**config.mk**
```make
export PLATFORM = sky130hd
export DESIGN_NAME = perg_resp_gen
export DESIGN_NICKNAME = d
export VERILOG_FILES = /design/src/pkg/perg_pkg.sv /design/src/pkg/perg_word_if.sv /design/src/logic/perg_len_calc.sv /design/src/logic/perg_resp_gen.sv
export VERILOG_INCLUDE_DIRS = /design/src /design/src/pkg
export SDC_FILE = /design/constraint.sdc
export NUM_CORES = 1
export LEC_CHECK = 0
export ABC_CLOCK_PERIOD_IN_PS = 4019
export BUFFER_PORTS_ARGS = -buffer_cell sky130_fd_sc_hd__buf_2
export CELL_PAD_IN_SITES_DETAIL_PLACEMENT = 1
export CELL_PAD_IN_SITES_GLOBAL_PLACEMENT = 1
export CORE_MARGIN = 3
export CORE_UTILIZATION = 45
export DETAILED_ROUTE_END_ITERATION = 6
export PLACE_DENSITY = 0.82
export RECOVER_POWER = 50
export SLEW_MARGIN = 20
export SYNTH_ARGS = -nofsm -noshare
export SYNTH_HDL_FRONTEND = slang
export SYNTH_SLANG_ARGS = --single-unit
```
**constraint.sdc**
```tcl
create_clock -name i_clk -period 4.02 [get_ports i_clk]
set_input_delay 0.201 -clock i_clk [delete_from_list [all_inputs] [get_ports i_clk]]
set_output_delay 0.201 -clock i_clk [all_outputs]
set_load 0.03 [all_outputs]
```
**src/pkg/perg_map.svh**
```systemverilog
/*
  Constants of the executive response generator: opcodes, codes, field positions.
  Assumes inclusion by bare name from the modules.
*/
`ifndef PERG_MAP_SVH
`define PERG_MAP_SVH
`define PERG_RSP_PASS      4'h1
`define PERG_RSP_FAIL      4'h2
`define PERG_RSP_UNKNOWN_COMMAND_REPLY      4'h3
`define PERG_CMD_BLANK     4'ha
`define PERG_CMD_VERSION   4'hb
`define PERG_CMD_READ      4'h2
`define PERG_CMD_ROWPROG   4'h5
`define PERG_CMD_UIDPROG   4'h4
`define PERG_QE_BLANK      8'hf0
`define PERG_QE_NOTBLANK   8'h0f
`define PERG_QE_OK         8'h00
`define PERG_QE_VERIFY     8'h01
`define PERG_QE_OTHER      8'h02
`define PERG_LEN_HDR       16'h0002
`define PERG_OPC_HI        15
`define PERG_OPC_LO        12
`define PERG_CMD_HI        11
`define PERG_CMD_LO        8
`define PERG_QE_HI         7
`define PERG_QE_LO         0
`endif

```
**src/pkg/perg_pkg.sv**
```systemverilog
/*
  Types of the executive response generator.
  Assumes perg_map.svh on the include path.
*/
package perg_pkg;
  typedef enum logic [1:0]
  {
    PERG_IDLE = 2'b00,
    PERG_HDR0 = 2'b01,
    PERG_HDR1 = 2'b10,
    PERG_DATA = 2'b11
  } perg_state_t;
endpackage

```
**src/pkg/perg_word_if.sv**
```systemverilog
/*
  Carrier for one word stream with valid/ready handshake.
  Assumes a single clock shared by both ends.
*/
`timescale 1ns/1ps
`default_nettype none
interface perg_word_if;
  logic        valid;
  logic        ready;
  logic [15:0] data;
  logic        last;
  modport src (output valid, output data, output last, input ready);
  modport dst (input valid, input data, input last, output ready);
endinterface
`default_nettype wire

```
**src/logic/perg_len_calc.sv**
```systemverilog
/*
  Length of a response in 16-bit words from command opcode and read count.
  Assumes a purely combinational context.
*/
`timescale 1ns/1ps
`default_nettype none
`include "perg_map.svh"
module perg_len_calc
  import perg_pkg::*;
(
  input  wire logic [3:0]  i_cmd,
  input  wire logic [15:0] i_count,
  output logic      [16:0] o_len
);
  logic [16:0] pairs;
  logic [17:0] three;
  always_comb
  begin
    pairs = {1'b0, i_count} + {16'h0000, i_count[0]};
    three = {pairs, 1'b0} + {1'b0, pairs};
    if (i_cmd == `PERG_CMD_READ)
      o_len = three[17:1] + {1'b0, `PERG_LEN_HDR};
    else
      o_len = {1'b0, `PERG_LEN_HDR};
  end
endmodule // perg_len_calc
`default_nettype wire

```
**src/logic/perg_resp_gen.sv**
```systemverilog
/*
  Response generator of a programming executive: header words, length and
  packed read data words forwarded from the memory side.
  Assumes the command decoder presents one completed command with its outcome,
  and a source of packed read words with valid/ready.
*/
`timescale 1ns/1ps
`default_nettype none
`include "perg_map.svh"
module perg_resp_gen
  import perg_pkg::*;
#(
  parameter logic [7:0] VERSION_BYTE = 8'h10 // Arbitrary default version
)
(
  input  wire logic        i_clk,
  input  wire logic        i_nrst,
  input  wire logic        i_ce,
  input  wire logic        i_cmd_valid,
  output logic             o_cmd_ready,
  input  wire logic [3:0]  i_cmd_opcode,
  input  wire logic        i_cmd_known,
  input  wire logic        i_cmd_ok,
  input  wire logic        i_verify_fail,
  input  wire logic        i_blank,
  input  wire logic [15:0] i_read_count,
  input  wire logic        i_rd_valid,
  output logic             o_rd_ready,
  input  wire logic [15:0] i_rd_data,
  output logic             o_rsp_valid,
  input  wire logic        i_rsp_ready,
  output logic      [15:0] o_rsp_data,
  output logic             o_rsp_last,
  output logic             o_busy
);
  perg_state_t  state;
  perg_state_t  next_state;
  logic [15:0]  hdr0;
  logic [15:0]  hdr1;
  logic [16:0]  remain;
  logic [16:0]  calc_len;
  logic [3:0]   rsp_opc;
  logic [7:0]   rsp_qe;
  logic         take;
  logic         fire;
  perg_word_if  out_if ();

  perg_len_calc u_len
  (
    .i_cmd   (i_cmd_opcode),
    .i_count (i_read_count),
    .o_len   (calc_len)
  );

  // ----------------------------------------------------------------
  // Header composition
  // ----------------------------------------------------------------
  always_comb
  begin
    rsp_opc = `PERG_RSP_PASS;
    rsp_qe  = `PERG_QE_OK;
    if (!i_cmd_known)
    begin
      rsp_opc = `PERG_RSP_UNKNOWN_COMMAND_REPLY;
      rsp_qe  = `PERG_QE_OTHER;
    end
    else if (i_cmd_opcode == `PERG_CMD_BLANK)
      rsp_qe = i_blank ? `PERG_QE_BLANK : `PERG_QE_NOTBLANK;
    else if (i_cmd_opcode == `PERG_CMD_VERSION)
      rsp_qe = VERSION_BYTE;
    else if (!i_cmd_ok)
    begin
      rsp_opc = `PERG_RSP_FAIL;
      if (i_verify_fail && (i_cmd_opcode == `PERG_CMD_ROWPROG || i_cmd_opcode == `PERG_CMD_UIDPROG))
        rsp_qe = `PERG_QE_VERIFY;
      else
        rsp_qe = `PERG_QE_OTHER;
    end
  end

  assign take        = (state == PERG_IDLE) && i_cmd_valid;
  assign o_cmd_ready = (state == PERG_IDLE);
  assign fire        = out_if.valid && out_if.ready;

  // ----------------------------------------------------------------
  // Sequencer
  // ----------------------------------------------------------------
  always_comb
  begin
    next_state = state;
    case (state)
      PERG_IDLE: if (take) next_state = PERG_HDR0;
      PERG_HDR0: if (fire) next_state = PERG_HDR1;
      PERG_HDR1: if (fire) next_state = (remain == 17'h00000) ? PERG_IDLE : PERG_DATA;
      PERG_DATA: if (fire && remain == 17'h00001) next_state = PERG_IDLE;
      default:   next_state = PERG_IDLE;
    endcase
  end

  always_ff @(posedge i_clk or negedge i_nrst)
  begin
    if (!i_nrst)
      state <= PERG_IDLE;
    else if (i_ce)
      state <= next_state;
  end

  always_ff @(posedge i_clk or negedge i_nrst)
  begin
    if (!i_nrst)
    begin
      hdr0 <= 16'h0000;
      hdr1 <= 16'h0000;
    end
    else if (i_ce && take)
    begin
      hdr0[`PERG_OPC_HI:`PERG_OPC_LO] <= rsp_opc;
      hdr0[`PERG_CMD_HI:`PERG_CMD_LO] <= i_cmd_opcode;
      hdr0[`PERG_QE_HI:`PERG_QE_LO]   <= rsp_qe;
      hdr1 <= (rsp_opc == `PERG_RSP_PASS) ? calc_len[15:0] : `PERG_LEN_HDR;
    end
  end

  // Data words still owed after the header
  always_ff @(posedge i_clk or negedge i_nrst)
  begin
    if (!i_nrst)
      remain <= 17'h00000;
    else if (i_ce)
    begin
      if (take)
        remain <= (rsp_opc == `PERG_RSP_PASS) ? (calc_len - {1'b0, `PERG_LEN_HDR}) : 17'h00000;
      else if (state == PERG_DATA && fire)
        remain <= remain - 17'h00001;
    end
  end

  // ----------------------------------------------------------------
  // Output stream
  // ----------------------------------------------------------------
  always_comb
  begin
    out_if.valid = 1'b0;
    out_if.data  = 16'h0000;
    out_if.last  = 1'b0;
    case (state)
      PERG_HDR0:
      begin
        out_if.valid = 1'b1;
        out_if.data  = hdr0;
      end
      PERG_HDR1:
      begin
        out_if.valid = 1'b1;
        out_if.data  = hdr1;
        out_if.last  = (remain == 17'h00000);
      end
      PERG_DATA:
      begin
        out_if.valid = i_rd_valid;
        out_if.data  = i_rd_data;
        out_if.last  = (remain == 17'h00001);
      end
      default:
      begin
        out_if.valid = 1'b0;
      end
    endcase
  end

  assign out_if.ready = i_rsp_ready && i_ce;
  assign o_rsp_valid  = out_if.valid;
  assign o_rsp_data   = out_if.data;
  assign o_rsp_last   = out_if.last;
  assign o_rd_ready   = (state == PERG_DATA) && out_if.ready;
  assign o_busy       = (state != PERG_IDLE);

  // ----------------------------------------------------------------
  // Checks
  // ----------------------------------------------------------------
  logic [3:0] cap_cmd;
  always_ff @(posedge i_clk or negedge i_nrst)
  begin
    if (!i_nrst)
      cap_cmd <= 4'h0;
    else if (i_ce && take)
      cap_cmd <= i_cmd_opcode;
  end

  AST_HDR_FOLLOWS: assert property (@(posedge i_clk) disable iff (!i_nrst)
    (take && i_ce) |=> state == PERG_HDR0)
    else $error("No header after command");
  AST_NO_TAKE_BUSY: assert property (@(posedge i_clk) disable iff (!i_nrst)
    o_busy |-> !o_cmd_ready)
    else $error("Command accepted while busy");
  AST_BLANK_HDR: assert property (@(posedge i_clk) disable iff (!i_nrst)
    (take && i_ce && i_cmd_known && i_cmd_opcode == `PERG_CMD_BLANK && i_blank) |=> hdr0 == 16'h1af0)
    else $error("Blank header wrong");
  AST_NOTBLANK_HDR: assert property (@(posedge i_clk) disable iff (!i_nrst)
    (take && i_ce && i_cmd_known && i_cmd_opcode == `PERG_CMD_BLANK && !i_blank) |=> hdr0 == 16'h1a0f)
    else $error("Not blank header wrong");
  AST_VER_HDR: assert property (@(posedge i_clk) disable iff (!i_nrst)
    (take && i_ce && i_cmd_known && i_cmd_opcode == `PERG_CMD_VERSION) |=> hdr0 == {8'h1b, VERSION_BYTE} && hdr1 == 16'h0002)
    else $error("Version reply wrong");
  AST_UNKNOWN_COMMAND_REPLY: assert property (@(posedge i_clk) disable iff (!i_nrst)
    (take && i_ce && !i_cmd_known) |=> hdr0[15:12] == 4'h3 && remain == 17'h00000)
    else $error("Unknown command not refused");
  AST_ECHO: assert property (@(posedge i_clk) disable iff (!i_nrst)
    (state == PERG_HDR0) |-> hdr0[11:8] == cap_cmd)
    else $error("Echo field mismatch");
  AST_VERIFY_CODE: assert property (@(posedge i_clk) disable iff (!i_nrst)
    (take && i_ce && i_cmd_known && !i_cmd_ok && i_verify_fail && i_cmd_opcode == `PERG_CMD_ROWPROG)
    |=> hdr0 == 16'h2501)
    else $error("Verify failure code wrong");
  AST_TWO_WORD: assert property (@(posedge i_clk) disable iff (!i_nrst)
    (take && i_ce && i_cmd_opcode != `PERG_CMD_READ) |=> hdr1 == 16'h0002)
    else $error("Non read reply not two words");
  AST_READ_LEN: assert property (@(posedge i_clk) disable iff (!i_nrst)
    (take && i_ce && i_cmd_known && i_cmd_ok && i_cmd_opcode == `PERG_CMD_READ && i_read_count == 16'h0003)
    |=> hdr1 == 16'h0008)
    else $error("Read length wrong");
  AST_LAST_ENDS: assert property (@(posedge i_clk) disable iff (!i_nrst)
    (o_rsp_valid && o_rsp_last && i_rsp_ready && i_ce) |=> state == PERG_IDLE)
    else $error("Last word did not end reply");

  // ----------------------------------------------------------------
  // Header field and stream checks
  // ----------------------------------------------------------------
  AST_FAIL_OPC: assert property (@(posedge i_clk) disable iff (!i_nrst)
    (take && i_ce && i_cmd_known && !i_cmd_ok && i_cmd_opcode != `PERG_CMD_BLANK
     && i_cmd_opcode != `PERG_CMD_VERSION) |=> hdr0[15:12] == 4'h2)
    else $error("Failure opcode missing");

  AST_OTHER_CODE: assert property (@(posedge i_clk) disable iff (!i_nrst)
    (take && i_ce && i_cmd_known && !i_cmd_ok && !i_verify_fail && i_cmd_opcode != `PERG_CMD_BLANK
     && i_cmd_opcode != `PERG_CMD_VERSION) |=> hdr0[7:0] == 8'h02)
    else $error("Other error code wrong");

  AST_OK_CODE: assert property (@(posedge i_clk) disable iff (!i_nrst)
    (take && i_ce && i_cmd_known && i_cmd_ok && i_cmd_opcode != `PERG_CMD_BLANK
     && i_cmd_opcode != `PERG_CMD_VERSION) |=> hdr0[15:12] == 4'h1 && hdr0[7:0] == 8'h00)
    else $error("Success header wrong");

  AST_UID_VERIFY: assert property (@(posedge i_clk) disable iff (!i_nrst)
    (take && i_ce && i_cmd_known && !i_cmd_ok && i_verify_fail && i_cmd_opcode == `PERG_CMD_UIDPROG)
    |=> hdr0 == 16'h2401)
    else $error("User id verify code wrong");

  AST_QUERY_PASS: assert property (@(posedge i_clk) disable iff (!i_nrst)
    (take && i_ce && i_cmd_known && (i_cmd_opcode == `PERG_CMD_BLANK || i_cmd_opcode == `PERG_CMD_VERSION))
    |=> hdr0[15:12] == 4'h1)
    else $error("Query did not pass");

  AST_ECHO_TAKE: assert property (@(posedge i_clk) disable iff (!i_nrst)
    (take && i_ce)
    |=> hdr0[11:8] == $past(i_cmd_opcode))
    else $error("Echo not captured");

  AST_HDR0_STANDS: assert property (@(posedge i_clk) disable iff (!i_nrst)
    (state == PERG_HDR0 && !fire)
    |=> state == PERG_HDR0 && o_rsp_data == $past(o_rsp_data))
    else $error("First word did not stand");

  AST_HDR1_NEXT: assert property (@(posedge i_clk) disable iff (!i_nrst)
    (state == PERG_HDR0 && fire)
    |=> state == PERG_HDR1 && o_rsp_valid && o_rsp_data == hdr1)
    else $error("Length word not second");

  AST_READ_EVEN: assert property (@(posedge i_clk) disable iff (!i_nrst)
    (take && i_ce && i_cmd_known && i_cmd_ok && i_cmd_opcode == `PERG_CMD_READ && i_read_count == 16'h0002)
    |=> hdr1 == 16'h0005)
    else $error("Even read length wrong");

  AST_READ_REMAIN: assert property (@(posedge i_clk) disable iff (!i_nrst)
    (take && i_ce && i_cmd_known && i_cmd_ok && i_cmd_opcode == `PERG_CMD_READ && i_read_count == 16'h0003)
    |=> remain == 17'h00006)
    else $error("Read data count wrong");

  AST_FAIL_TWO: assert property (@(posedge i_clk) disable iff (!i_nrst)
    (take && i_ce && i_cmd_known && !i_cmd_ok && i_cmd_opcode != `PERG_CMD_BLANK
     && i_cmd_opcode != `PERG_CMD_VERSION) |=> hdr1 == 16'h0002 && remain == 17'h00000)
    else $error("Failure reply not two words");

  AST_UNKNOWN_COMMAND_REPLY_CODE: assert property (@(posedge i_clk) disable iff (!i_nrst)
    (take && i_ce && !i_cmd_known)
    |=> hdr0[7:0] == 8'h02 && hdr1 == 16'h0002)
    else $error("Unknown reply fields wrong");

  AST_BLANK_LEN: assert property (@(posedge i_clk) disable iff (!i_nrst)
    (take && i_ce && i_cmd_known && i_cmd_opcode == `PERG_CMD_BLANK)
    |=> hdr1 == 16'h0002)
    else $error("Blank reply length wrong");

  AST_IDLE_QUIET: assert property (@(posedge i_clk) disable iff (!i_nrst)
    (state == PERG_IDLE)
    |-> !o_rsp_valid)
    else $error("Word sent without command");

  AST_CE_FREEZE: assert property (@(posedge i_clk) disable iff (!i_nrst)
    (!i_ce)
    |=> state == $past(state) && remain == $past(remain))
    else $error("State moved while frozen");

  AST_RD_IN_DATA: assert property (@(posedge i_clk) disable iff (!i_nrst)
    o_rd_ready
    |-> state == PERG_DATA)
    else $error("Read word taken outside data phase");

  AST_LAST_NOT_FIRST: assert property (@(posedge i_clk) disable iff (!i_nrst)
    (o_rsp_valid && o_rsp_last)
    |-> state != PERG_HDR0)
    else $error("Reply ended at first word");

  COV_VERSION: cover property (@(posedge i_clk) disable iff (!i_nrst)
    take && i_cmd_known && i_cmd_opcode == `PERG_CMD_VERSION);
  COV_FAIL: cover property (@(posedge i_clk) disable iff (!i_nrst)
    take && i_cmd_known && !i_cmd_ok);
  COV_BLANK: cover property (@(posedge i_clk) disable iff (!i_nrst)
    take && i_cmd_opcode == `PERG_CMD_BLANK);
  COV_UNKNOWN_COMMAND_REPLY: cover property (@(posedge i_clk) disable iff (!i_nrst) take && !i_cmd_known);
  COV_READ: cover property (@(posedge i_clk) disable iff (!i_nrst) state == PERG_DATA && fire);
endmodule // perg_resp_gen
`default_nettype wire

```
## Word level (Yosys, flattened, before mapping)

Cells that the tools add are included.

- Register bits: 51
- Bits of input ports: 46
- Output and inout port bits: 21
- Logic and storage cells: 63

- $add $sub $neg: 5
- Equality and inequality tests: 14
- Mux-type cells: 24
- Reduce and logical (&&, ||, !) cells: 16

Operators with widths:

| kind | count |
|---|---|
| 17-bit two-way mux | 4 |
| 16-bit case mux with 3 select lines | 1 |
| 8-bit two-way mux | 3 |
| 18-bit by 17-bit adder with 18-bit output | 1 |
| 2-bit two-way mux | 9 |
| 16-bit by 1-bit adder with 17-bit output | 1 |
| 17-bit by 2-bit adder with 17-bit output (second input constant) | 1 |
| 17-bit by 1-bit equality test with 1-bit output (second input constant) | 1 |
| 17-bit zero test | 1 |
| 17-bit by 1-bit subtractor with 17-bit output (second input constant) | 1 |
| 17-bit by 2-bit subtractor with 17-bit output (second input constant) | 1 |
| 16-bit two-way mux | 1 |
| 4-bit by 3-bit equality test with 1-bit output (second input constant) | 2 |
| 4-bit equality test (second input constant) | 2 |
| 1-bit logical AND | 8 |
| 4-bit two-way mux | 2 |
| 2-bit case mux with 4 select lines | 1 |
| 2-bit != test (second input constant) | 3 |
| 5-bit two-way mux | 1 |
| 5-bit AND reduction | 1 |
| 2-bit equality test (second input constant) | 2 |
| 4-bit by 1-bit equality test with 1-bit output (second input constant) | 1 |
| 4-bit by 2-bit equality test with 1-bit output (second input constant) | 1 |
| 1-bit case mux with 2 select lines | 2 |
| other kinds (7) | 8 |

## Longest topological paths before layout

Gate-level depths: netlist of run 1.

- Depth in word-level cells: 8
- Mapped depth: 19

## Cells and area by module

Synthesis of run 1 repeated with hierarchy kept, for this count alone.

- Cells, all modules: 595
- Area total of the unflattened synthesis: 4677.0 um^2

Modules (own cells, without submodules):

| module | times used | cells an instance | area each (um^2) | sequential area each (um^2) |
|---|---|---|---|---|
| perg_resp_gen | 1 | 352 | 2937.8 | 1151.1 |
| perg_len_calc | 1 | 243 | 1739.2 | 0.0 |

## Worst setup path after synthesis of run 1

No wires, ideal clock.

- Path kind: input to register
- From: in i_read_count[0]
- To: reg remain[13]
- Arrival: 4.079 ns
- Data required time: 3.901 ns
- Slack: -0.178 ns
- Stages on the path: 18
- Buffers on the path: 1
- Cells stage by stage: ha_1 buf_4 nand3_4 xnor2_1 ha_1 a21o_1 o211a_1 a221o_1 a211o_1 nor3b_2 o41a_2 nor3_1 or4_4 a2111o_1 a21oi_1 xor2_1 o32ai_1 o21a_1

- Longest elaborated chain between the ends: 7

RTL lines:

| what | line | text |
|---|---|---|
| from (decl) | perg_resp_gen.sv:26 | `input wire logic [15:0] i_read_count,` |
| 16-bit by 1-bit adder with 17-bit output | perg_len_calc.sv:19 | `pairs = {1'b0, i_count} + {16'h0000, i_count[0]};` |
| 18-bit by 17-bit adder with 18-bit output | perg_len_calc.sv:20 | `three = {pairs, 1'b0} + {1'b0, pairs};` |
| 17-bit by 2-bit adder with 17-bit output | perg_len_calc.sv:22 | `` o_len = three[17:1] + {1'b0, `PERG_LEN_HDR}; `` |
| 17-bit two-way mux | perg_len_calc.sv:21 | `` if (i_cmd == `PERG_CMD_READ) `` |
| 17-bit by 2-bit subtractor with 17-bit output | perg_resp_gen.sv:132 | `` remain <= (rsp_opc == `PERG_RSP_PASS) ? (calc_len - {1'b0, `PERG_LEN_HDR}) : 17'h00000; `` |
| 17-bit two-way mux | perg_resp_gen.sv:132 |  |
| 17-bit two-way mux | perg_resp_gen.sv:131 | `if (take)` |
| to (signal assigned) | perg_resp_gen.sv:132 |  |
| to (signal assigned) | perg_resp_gen.sv:134 | `remain <= remain - 17'h00001;` |
| to (decl) | perg_resp_gen.sv:40 | `logic [16:0] remain;` |

No other way between the ends.
A chain may end at the register's enable or synchronous reset.

## Final worst setup path of run 1

- From: in i_read_count[1]
- To: reg remain[16]

The elaborated chain is that of the path after synthesis.

==> metrics.csv, run 1 <==
metric,value,unit
CTS HTree Levels,2,
Pleak,0.00289,uW
Worst-Margin Slew,2.55,ns
clock group share of total power,10.7,%
Mapped Cells,648,
GRT Total Usage,28.5,%
Int Pwr,1310,uW
DR iter-0 viols,572,
antenna violations before repair,0,
yosys warns,0,
Crit path arrival time,4.27,ns
DP Cell Count,909,
Clock Skew,0.00935,ns
total die area,12400,sq um
DP HPWL,13800,microns
Via density,6.28,
area delta synth->final,30.6,%
status,"finished, violations left",
Die X,111,microns
Cell Pwr Density,411,nW/um^2
Post-synth ARST share,100,%
CTS tree,built,
Max Cap Violations,1,
startpoint types,primary input,
minimum clock period,4.08,ns
class of the worst hold path,primary input to register,
top_reg_cell synth,dfrtp_1,
most frequent cells in the layout,"buf_4, nand2_1, buf_2",
clk slew on worst S/H paths,0.10,ns
r2r startpoint,state[0]$_DFFE_PN0P_,
Power Total,2670,uW
WS Path Type,primary input to register,
"Slew Viols, Final",47,
Hold Worst Slack,0.131,ns
f_max,245,MHz
"commonest non-fill, non-tap cell in the layout",buf_4,
Critical Path Sink,remain[16]$_DFFE_PN0P_,
TritonCTS Buffers,5,
deepest clock path buffer count,2,
I/O Buffers,66,
Final ANT Viol Nets,0,
Non-Filler Instances,927,
Met3 Routed Length,789,microns
Top Layer Used,met4,
routed vias,5824,
RSZ-0062 raised after global routing,true,
First-pass DRT Iterations,7,
I/O pin cnt,67,
Core Footprint,10600,sq um
root buffer cell,clkbuf_8,
GRT overflow,0,
Critical path origin,i_read_count[1],
drt total wl,19600,microns
FP Rows,37,
antenna fix cells,0,
Sw Ratio,51.0,%
largest net degree at the start of global routing,47,
"setup slack, reg-to-reg",0.91,ns
Yosys cell types,80,
DR WL/cell,21.1,microns
failing checks,"capacitance limit, slew limit, setup timing",
Seq cells post-synth,46,
number of global-route vias before repair,5968,
worst-path maximum fanout,5,
Die H,111,microns
worst setup margin,-0.0563,ns
Synth Net Count,719,
"Data required, critical path",4.21,ns
DRC Markers,0,
first-pass GRT wire length,29700,microns
Worst R2R End,hdr1[8]$_DFFE_PN0P_,
area of the mapped netlist,4980,sq um
clock net sink count,46,
R2R depth,6,
Avg Inst Size Synth,7.69,sq um
Comb pwr share,62.7,%
number of synthesized flops with an enable pin,0,
M1 WL,7840,microns
Hold Buf Count CTS,0,
share of power burned in registers,26.6,%
Fin. Hold Viols,0,
Starting Density,47.2,%
Max VDD drop,0.430,mV
Placer Congestion,0.895,
worst skew pair latency,0.31,ns
Nets,862,
sw power,1360,uW
Final period util,101,%
Worst slew margin,-69.7,%
Critical Path End Type,register,
"Seq/Total Area, Yosys",23.1,%
share of cells above drive strength 1,29.2,%
pre-CTS setup slack,-0.415,ns
met2 wire len,10200,microns
endpoints failing setup,4,
[power groups by stage]
stage          clock network, uW  registers [uW]  logic, uW
4_1_cts                      286             705       1580
3_3_place_gp                   0             706       1480
2_1_floorplan                  0             674       1090
3_5_place_dp                   0             713       1560
5_1_grt                      305             729       1820
6_report                     286             711       1680
[sequential cells by signal (all words and copies together) (netlist names)]
signal  flops
remain     17
hdr1       16
state       2
hdr0       11
[how the worst min path moves through the flow]
stage | depth (start not counted) | start | endpoint
final | 2 | i_cmd_known | hdr0[12]$_DFFE_PN0P_
after global routing | 2 | i_cmd_known | hdr0[12]$_DFFE_PN0P_
after CTS | 2 | i_nrst | hdr0[0]$_DFFE_PN0P_
after detailed placement | 2 | i_nrst | hdr0[0]$_DFFE_PN0P_
after global placement | 2 | i_nrst | hdr0[0]$_DFFE_PN0P_
after floorplan | 0 | i_nrst | hdr0[0]$_DFFE_PN0P_
[per-layer routing]
metal  GRT usage (%)  vias up
li1                -     2683
met1            33.1     2878
met2            53.5      205
met3            2.67       58
met4            11.1        0
met5               0        -
[kinds of logic after synthesis]
family	share of synthesized area [%]
flip-flops	23.1
XOR/XNOR	9.42
buffers and inverters	4.95
multiplexers	0.829
adder cells (fa/ha/maj)	6.43
AO/OA/AOI/OAI	27.1
AND/OR/NAND/NOR	28.1
[cells in the mapped netlist, types with 6 or more instances]
library cell / count / area share, %
a31oi_1: 7 / 0.88
xnor2_1: 33 / 5.8
nand4_1: 8 / 1.0
xor2_1: 18 / 3.2
a22oi_1: 6 / 0.90
a21oi_1: 44 / 4.4
nand3_1: 26 / 2.6
clkbuf_1: 22 / 1.7
and2_1: 6 / 0.75
buf_2: 8 / 0.80
a22o_1: 6 / 1.1
nor2_1: 54 / 4.1
nor4_1: 9 / 1.1
dfrtp_1: 46 / 23
nand3b_1: 8 / 1.2
nor3_1: 15 / 1.5
nand2_1: 83 / 6.3
ha_1: 24 / 6.0
a21o_1: 11 / 1.7
or3_1: 9 / 1.1
and3_1: 9 / 1.1
nand2b_1: 6 / 0.75
inv_1: 25 / 1.9
a222oi_1: 12 / 2.4
o21ai_0: 46 / 4.6
[critical path, cell delays in order]
cell	delay [ns]
buf_8	0.09
ha_4	0.19
nand3_4	0.13
buf_4	0.17
buf_4	0.15
nor3_1	0.22
xnor2_1	0.21
inv_1	0.12
ha_1	0.39
a21o_1	0.24
a31oi_1	0.22
buf_4	0.18
mux2i_1	0.35
a31o_2	0.22
a21oi_2	0.09
a2111o_1	0.48
a211oi_4	0.21
a21oi_1	0.10
a32oi_1	0.19
o22ai_1	0.10
[final cells by class]
| type | instances | area [sq um] |
|---|---|---|
| Clock inverter | 2 | 10.0 |
| Fill cell | 1308 | 4050 |
| Sequential cell | 46 | 1150 |
| Inverter | 25 | 93.8 |
| Timing Repair Buffer | 172 | 1140 |
| Clock buffer | 5 | 68.8 |
| Tap cell | 136 | 170 |
| Multi-Input combinational cell | 541 | 3870 |
[per-stage QoR]
step,setup TNS (ns),area (sq um),util [%]
6_report,-0.195,6510,61.7
5_1_grt,-1.48,6510,61.7
4_1_cts,-0.0708,6300,59.7
3_5_place_dp,-2.92,6100,57.8
3_3_place_gp,-0.959,6100,57.8
2_1_floorplan,-0.0254,5040,-
[timing repair]
action / CTS / global route
setup endpoints to repair: 5 / 9
setup buffers: 4 / 7
resized for setup: 15 / 28
endpoints found under the hold margin: 0 / 0
pin swaps: 17 / 25
(Power assumes the default switching activity.)
==> run 2, diff against run 1 <==
--- a/config.mk
+++ b/config.mk
@@ -11,11 +11,12 @@
 export CELL_PAD_IN_SITES_DETAIL_PLACEMENT = 1
 export CELL_PAD_IN_SITES_GLOBAL_PLACEMENT = 1
 export CORE_MARGIN = 3
-export CORE_UTILIZATION = 45
+export CORE_UTILIZATION = 47
 export DETAILED_ROUTE_END_ITERATION = 6
-export PLACE_DENSITY = 0.82
+export PLACE_DENSITY = 0.85
 export RECOVER_POWER = 50
 export SLEW_MARGIN = 20
 export SYNTH_ARGS = -nofsm -noshare
 export SYNTH_HDL_FRONTEND = slang
 export SYNTH_SLANG_ARGS = --single-unit
+export TNS_END_PERCENT = 1
==> run 2 against run 1 <==
  * The run still ends with capacitance limit, slew limit, setup timing left
  * Non-clock buffer count is 18 higher
  * Die area is 4.0% lower
  * Register-to-register slack worse by 0.93 ns
  * Combinational power is 22% higher
==> metrics.csv, run 2 (synthesized netlist as in run 1, its figures left out) <==
metric,value,unit,change
drt total wl,31500,microns,+61%
Final period util,118,%,+16 points
Crit path arrival time,5.03,ns,+0.76 ns
sw power,1780,uW,+30%
filler instances,1192,,-8.9%
Placer Congestion,0.893,,-0.23%
startpoint types,primary input,,
Sw Ratio,54.0,%,+3.0 points
R2R depth,9,,+3
Critical Path End Type,register,,
r2r startpoint,state[0]$_DFFE_PN0P_,,
Worst slew margin,-84.0,%,-14 points
DP Cell Count,913,,+0.44%
antenna fix cells,0,,unchanged
root buffer cell,clkbuf_8,,
routed vias,7278,,+25%
"setup slack, reg-to-reg",-0.02,ns,-0.93 ns
Clock Skew,0.0126,ns,+0.00321 ns
RSZ-0062 raised after global routing,true,,
Levels on crit path,18,,-10%
Hold Path Cell Cnt,2,,unchanged
Power Total,3290,uW,+23%
minimum clock period,4.74,ns,+0.663 ns
Comb pwr share,62.4,%,-0.3 points
DR iter-0 viols,1145,,+100%
CTS HTree Levels,2,,unchanged
CP bufs+invs,1,,-4
GRT Total Usage,42.3,%,+14 points
Hold Worst Slack,0.146,ns,+0.0156 ns
f_max,211,MHz,-14%
Via density,7.72,,+23%
Max Cap Violations,1,,unchanged
DP HPWL,14500,microns,+4.8%
Int Pwr,1510,uW,+15%
critical path's top delay family,compound AO/OA/AOI/OAI gates,,
Largest regs,"remain x17, hdr1 x16, hdr0 x11",,
worst skew pair latency,0.34,ns,+0.03 ns
total die area,11900,sq um,-4.0%
max reg flops,17,,unchanged
Final ANT Viol Nets,0,,unchanged
CTS tree,built,,
"commonest non-fill, non-tap cell in the layout",buf_4,,
"Data required, critical path",4.31,ns,+0.10 ns
Worst R2R End,remain[6]$_DFFE_PN0P_,,
Finished Core Util,68.9,%,+7.3 points
Core Footprint,10000,sq um,-4.8%
end of the worst hold path,hdr0[12]$_DFFE_PN0P_,,
area delta synth->final,39.0,%,
Die X,109,microns,-2.0%
worst setup margin,-0.719,ns,-0.663 ns
I/O Buffers,66,,unchanged
share of power burned in registers,23.6,%,-3.0 points
failing checks,"capacitance limit, slew limit, setup timing",,
WS Path Type,primary input to register,,
Fin. Hold Viols,0,,unchanged
Die H,109,microns,-2.0%
hold path start,i_cmd_known,,
worst-path maximum fanout,5,,unchanged
Nets,880,,+2.1%
I/O pin cnt,67,,unchanged
Starting Density,49.6,%,+2.4 points
deepest clock path buffer count,2,,unchanged
FP Rows,36,,-2.7%
clock group share of total power,14.0,%,+3.3 points
clock net sink count,46,,unchanged
worst path cell trace,"buf_4, nand3_2, nor2_4, xnor2_4, ha_4, a21oi_1, nor2_1, a221o_1, a211o_1, nor3b_4, o41a_2, nor3_2, or4_4, a2111o_1, a211oi_4, xnor2_2, o22ai_2, o21a_1",,
most frequent cells in the layout,"buf_4, nand2_1, buf_2",,
first-pass GRT wire length,38700,microns,+30%
DR WL/cell,33.4,microns,+58%
antenna violations before repair,2,,+2
GRT overflow,0,,unchanged
status,"finished, violations left",,
First-pass DRT Iterations,7,,unchanged
Max VDD drop,0.368,mV,-14%
DRC Markers,0,,unchanged
Cell Pwr Density,475,nW/um^2,+16%
largest net degree at the start of global routing,47,,unchanged
share of cells above drive strength 1,33.8,%,+4.6 points
"Slew Viols, Final",47,,unchanged
slowest cell on the critical path,or4_4,,
max incr delay on CP,0.55,ns,+0.07 ns
Non-Filler Instances,943,,+1.7%
class of the worst hold path,primary input to register,,
TritonCTS Buffers,5,,unchanged
number of global-route vias before repair,6931,,+16%
Pleak,0.00307,uW,+6.0%
largest reg by FF count,remain,,
clk slew on worst S/H paths,0.11,ns,about the same
endpoints failing setup,14,,+10
Worst-Margin Slew,2.76,ns,+0.214 ns
## run 2: cell types whose count changed in the layout (fill, tap and decap cells not counted), moves of 3 or more
cell / before / now
buf_4: 106 / 114
buf_6: 2 / 10
buf_2: 56 / 60
clkbuf_1: 7 / 3
a21oi_1: 41 / 38
ha_1: 21 / 18
ha_4: 2 / 5
nand2_1: 83 / 80
o21ai_0: 44 / 41
xnor2_1: 22 / 19
## run 2: routing by layer
| layer | GRT usage, % | up-vias | wire (microns) |
|---|---|---|---|
| met3 | 8.23 | 341 | 3910 |
| li1 | - | 2727 | - |
| met4 | 31.0 | 0 | 3560 |
| met5 | 0 | - | 0 |
| met2 | 72.8 | 800 | 13800 |
| met1 | 46.1 | 3410 | 10200 |
## run 2: worst max-delay path by stage
stage,from,end,slack [ns]
2_1_floorplan,i_read_count[0],remain[13]$_DFFE_PN0P_,-0.07
3_3_place_gp,i_read_count[0],remain[14]$_DFFE_PN0P_,-0.28
3_5_place_dp,i_read_count[0],remain[13]$_DFFE_PN0P_,-0.46
4_1_cts,i_read_count[2],remain[15]$_DFFE_PN0P_,0.003
5_1_grt,i_read_count[2],remain[15]$_DFFE_PN0P_,-0.72
6_report,i_read_count[2],remain[15]$_DFFE_PN0P_,-0.72
## run 2: layout make-up
type	count	area, sq um	area share (%)
inverters	25	93.8	1.36
multi-input cells	541	4050	58.4
repair buffers	190	1330	19.1
well taps	133	166	2.40
clock inverters	2	60.1	0.867
clock buffers	6	82.6	1.19
flip-flops and latches	46	1150	16.6
## run 2: through the flow
step / TNS (ns) / instance area [sq um] / setup WS [ns]
floorplan: -0.173 / 5000 / -0.0733
global placement: -1.61 / 6130 / -0.277
detailed placement: -3.77 / 6130 / -0.464
CTS: 0 / 6650 / 0.00318
global route: -5.06 / 6920 / -0.717
finish: -4.11 / 6920 / -0.719
## run 2: power groups by stage
stage,Combinational (uW),Sequential [uW],Clock (uW)
2_1_floorplan,1080,674,0
3_3_place_gp,1480,707,0
3_5_place_dp,1590,719,0
4_1_cts,1680,714,439
5_1_grt,2140,769,487
6_report,2050,774,461
## run 2: repair_timing
action                                 in CTS  in global routing
pin swaps                                  28                 32
setup buffers                              14                  7
endpoints found under the hold margin       0                 46
gates resized for setup                    46                 45
hold buffers                                0                  1
setup endpoints to repair                   7                 11
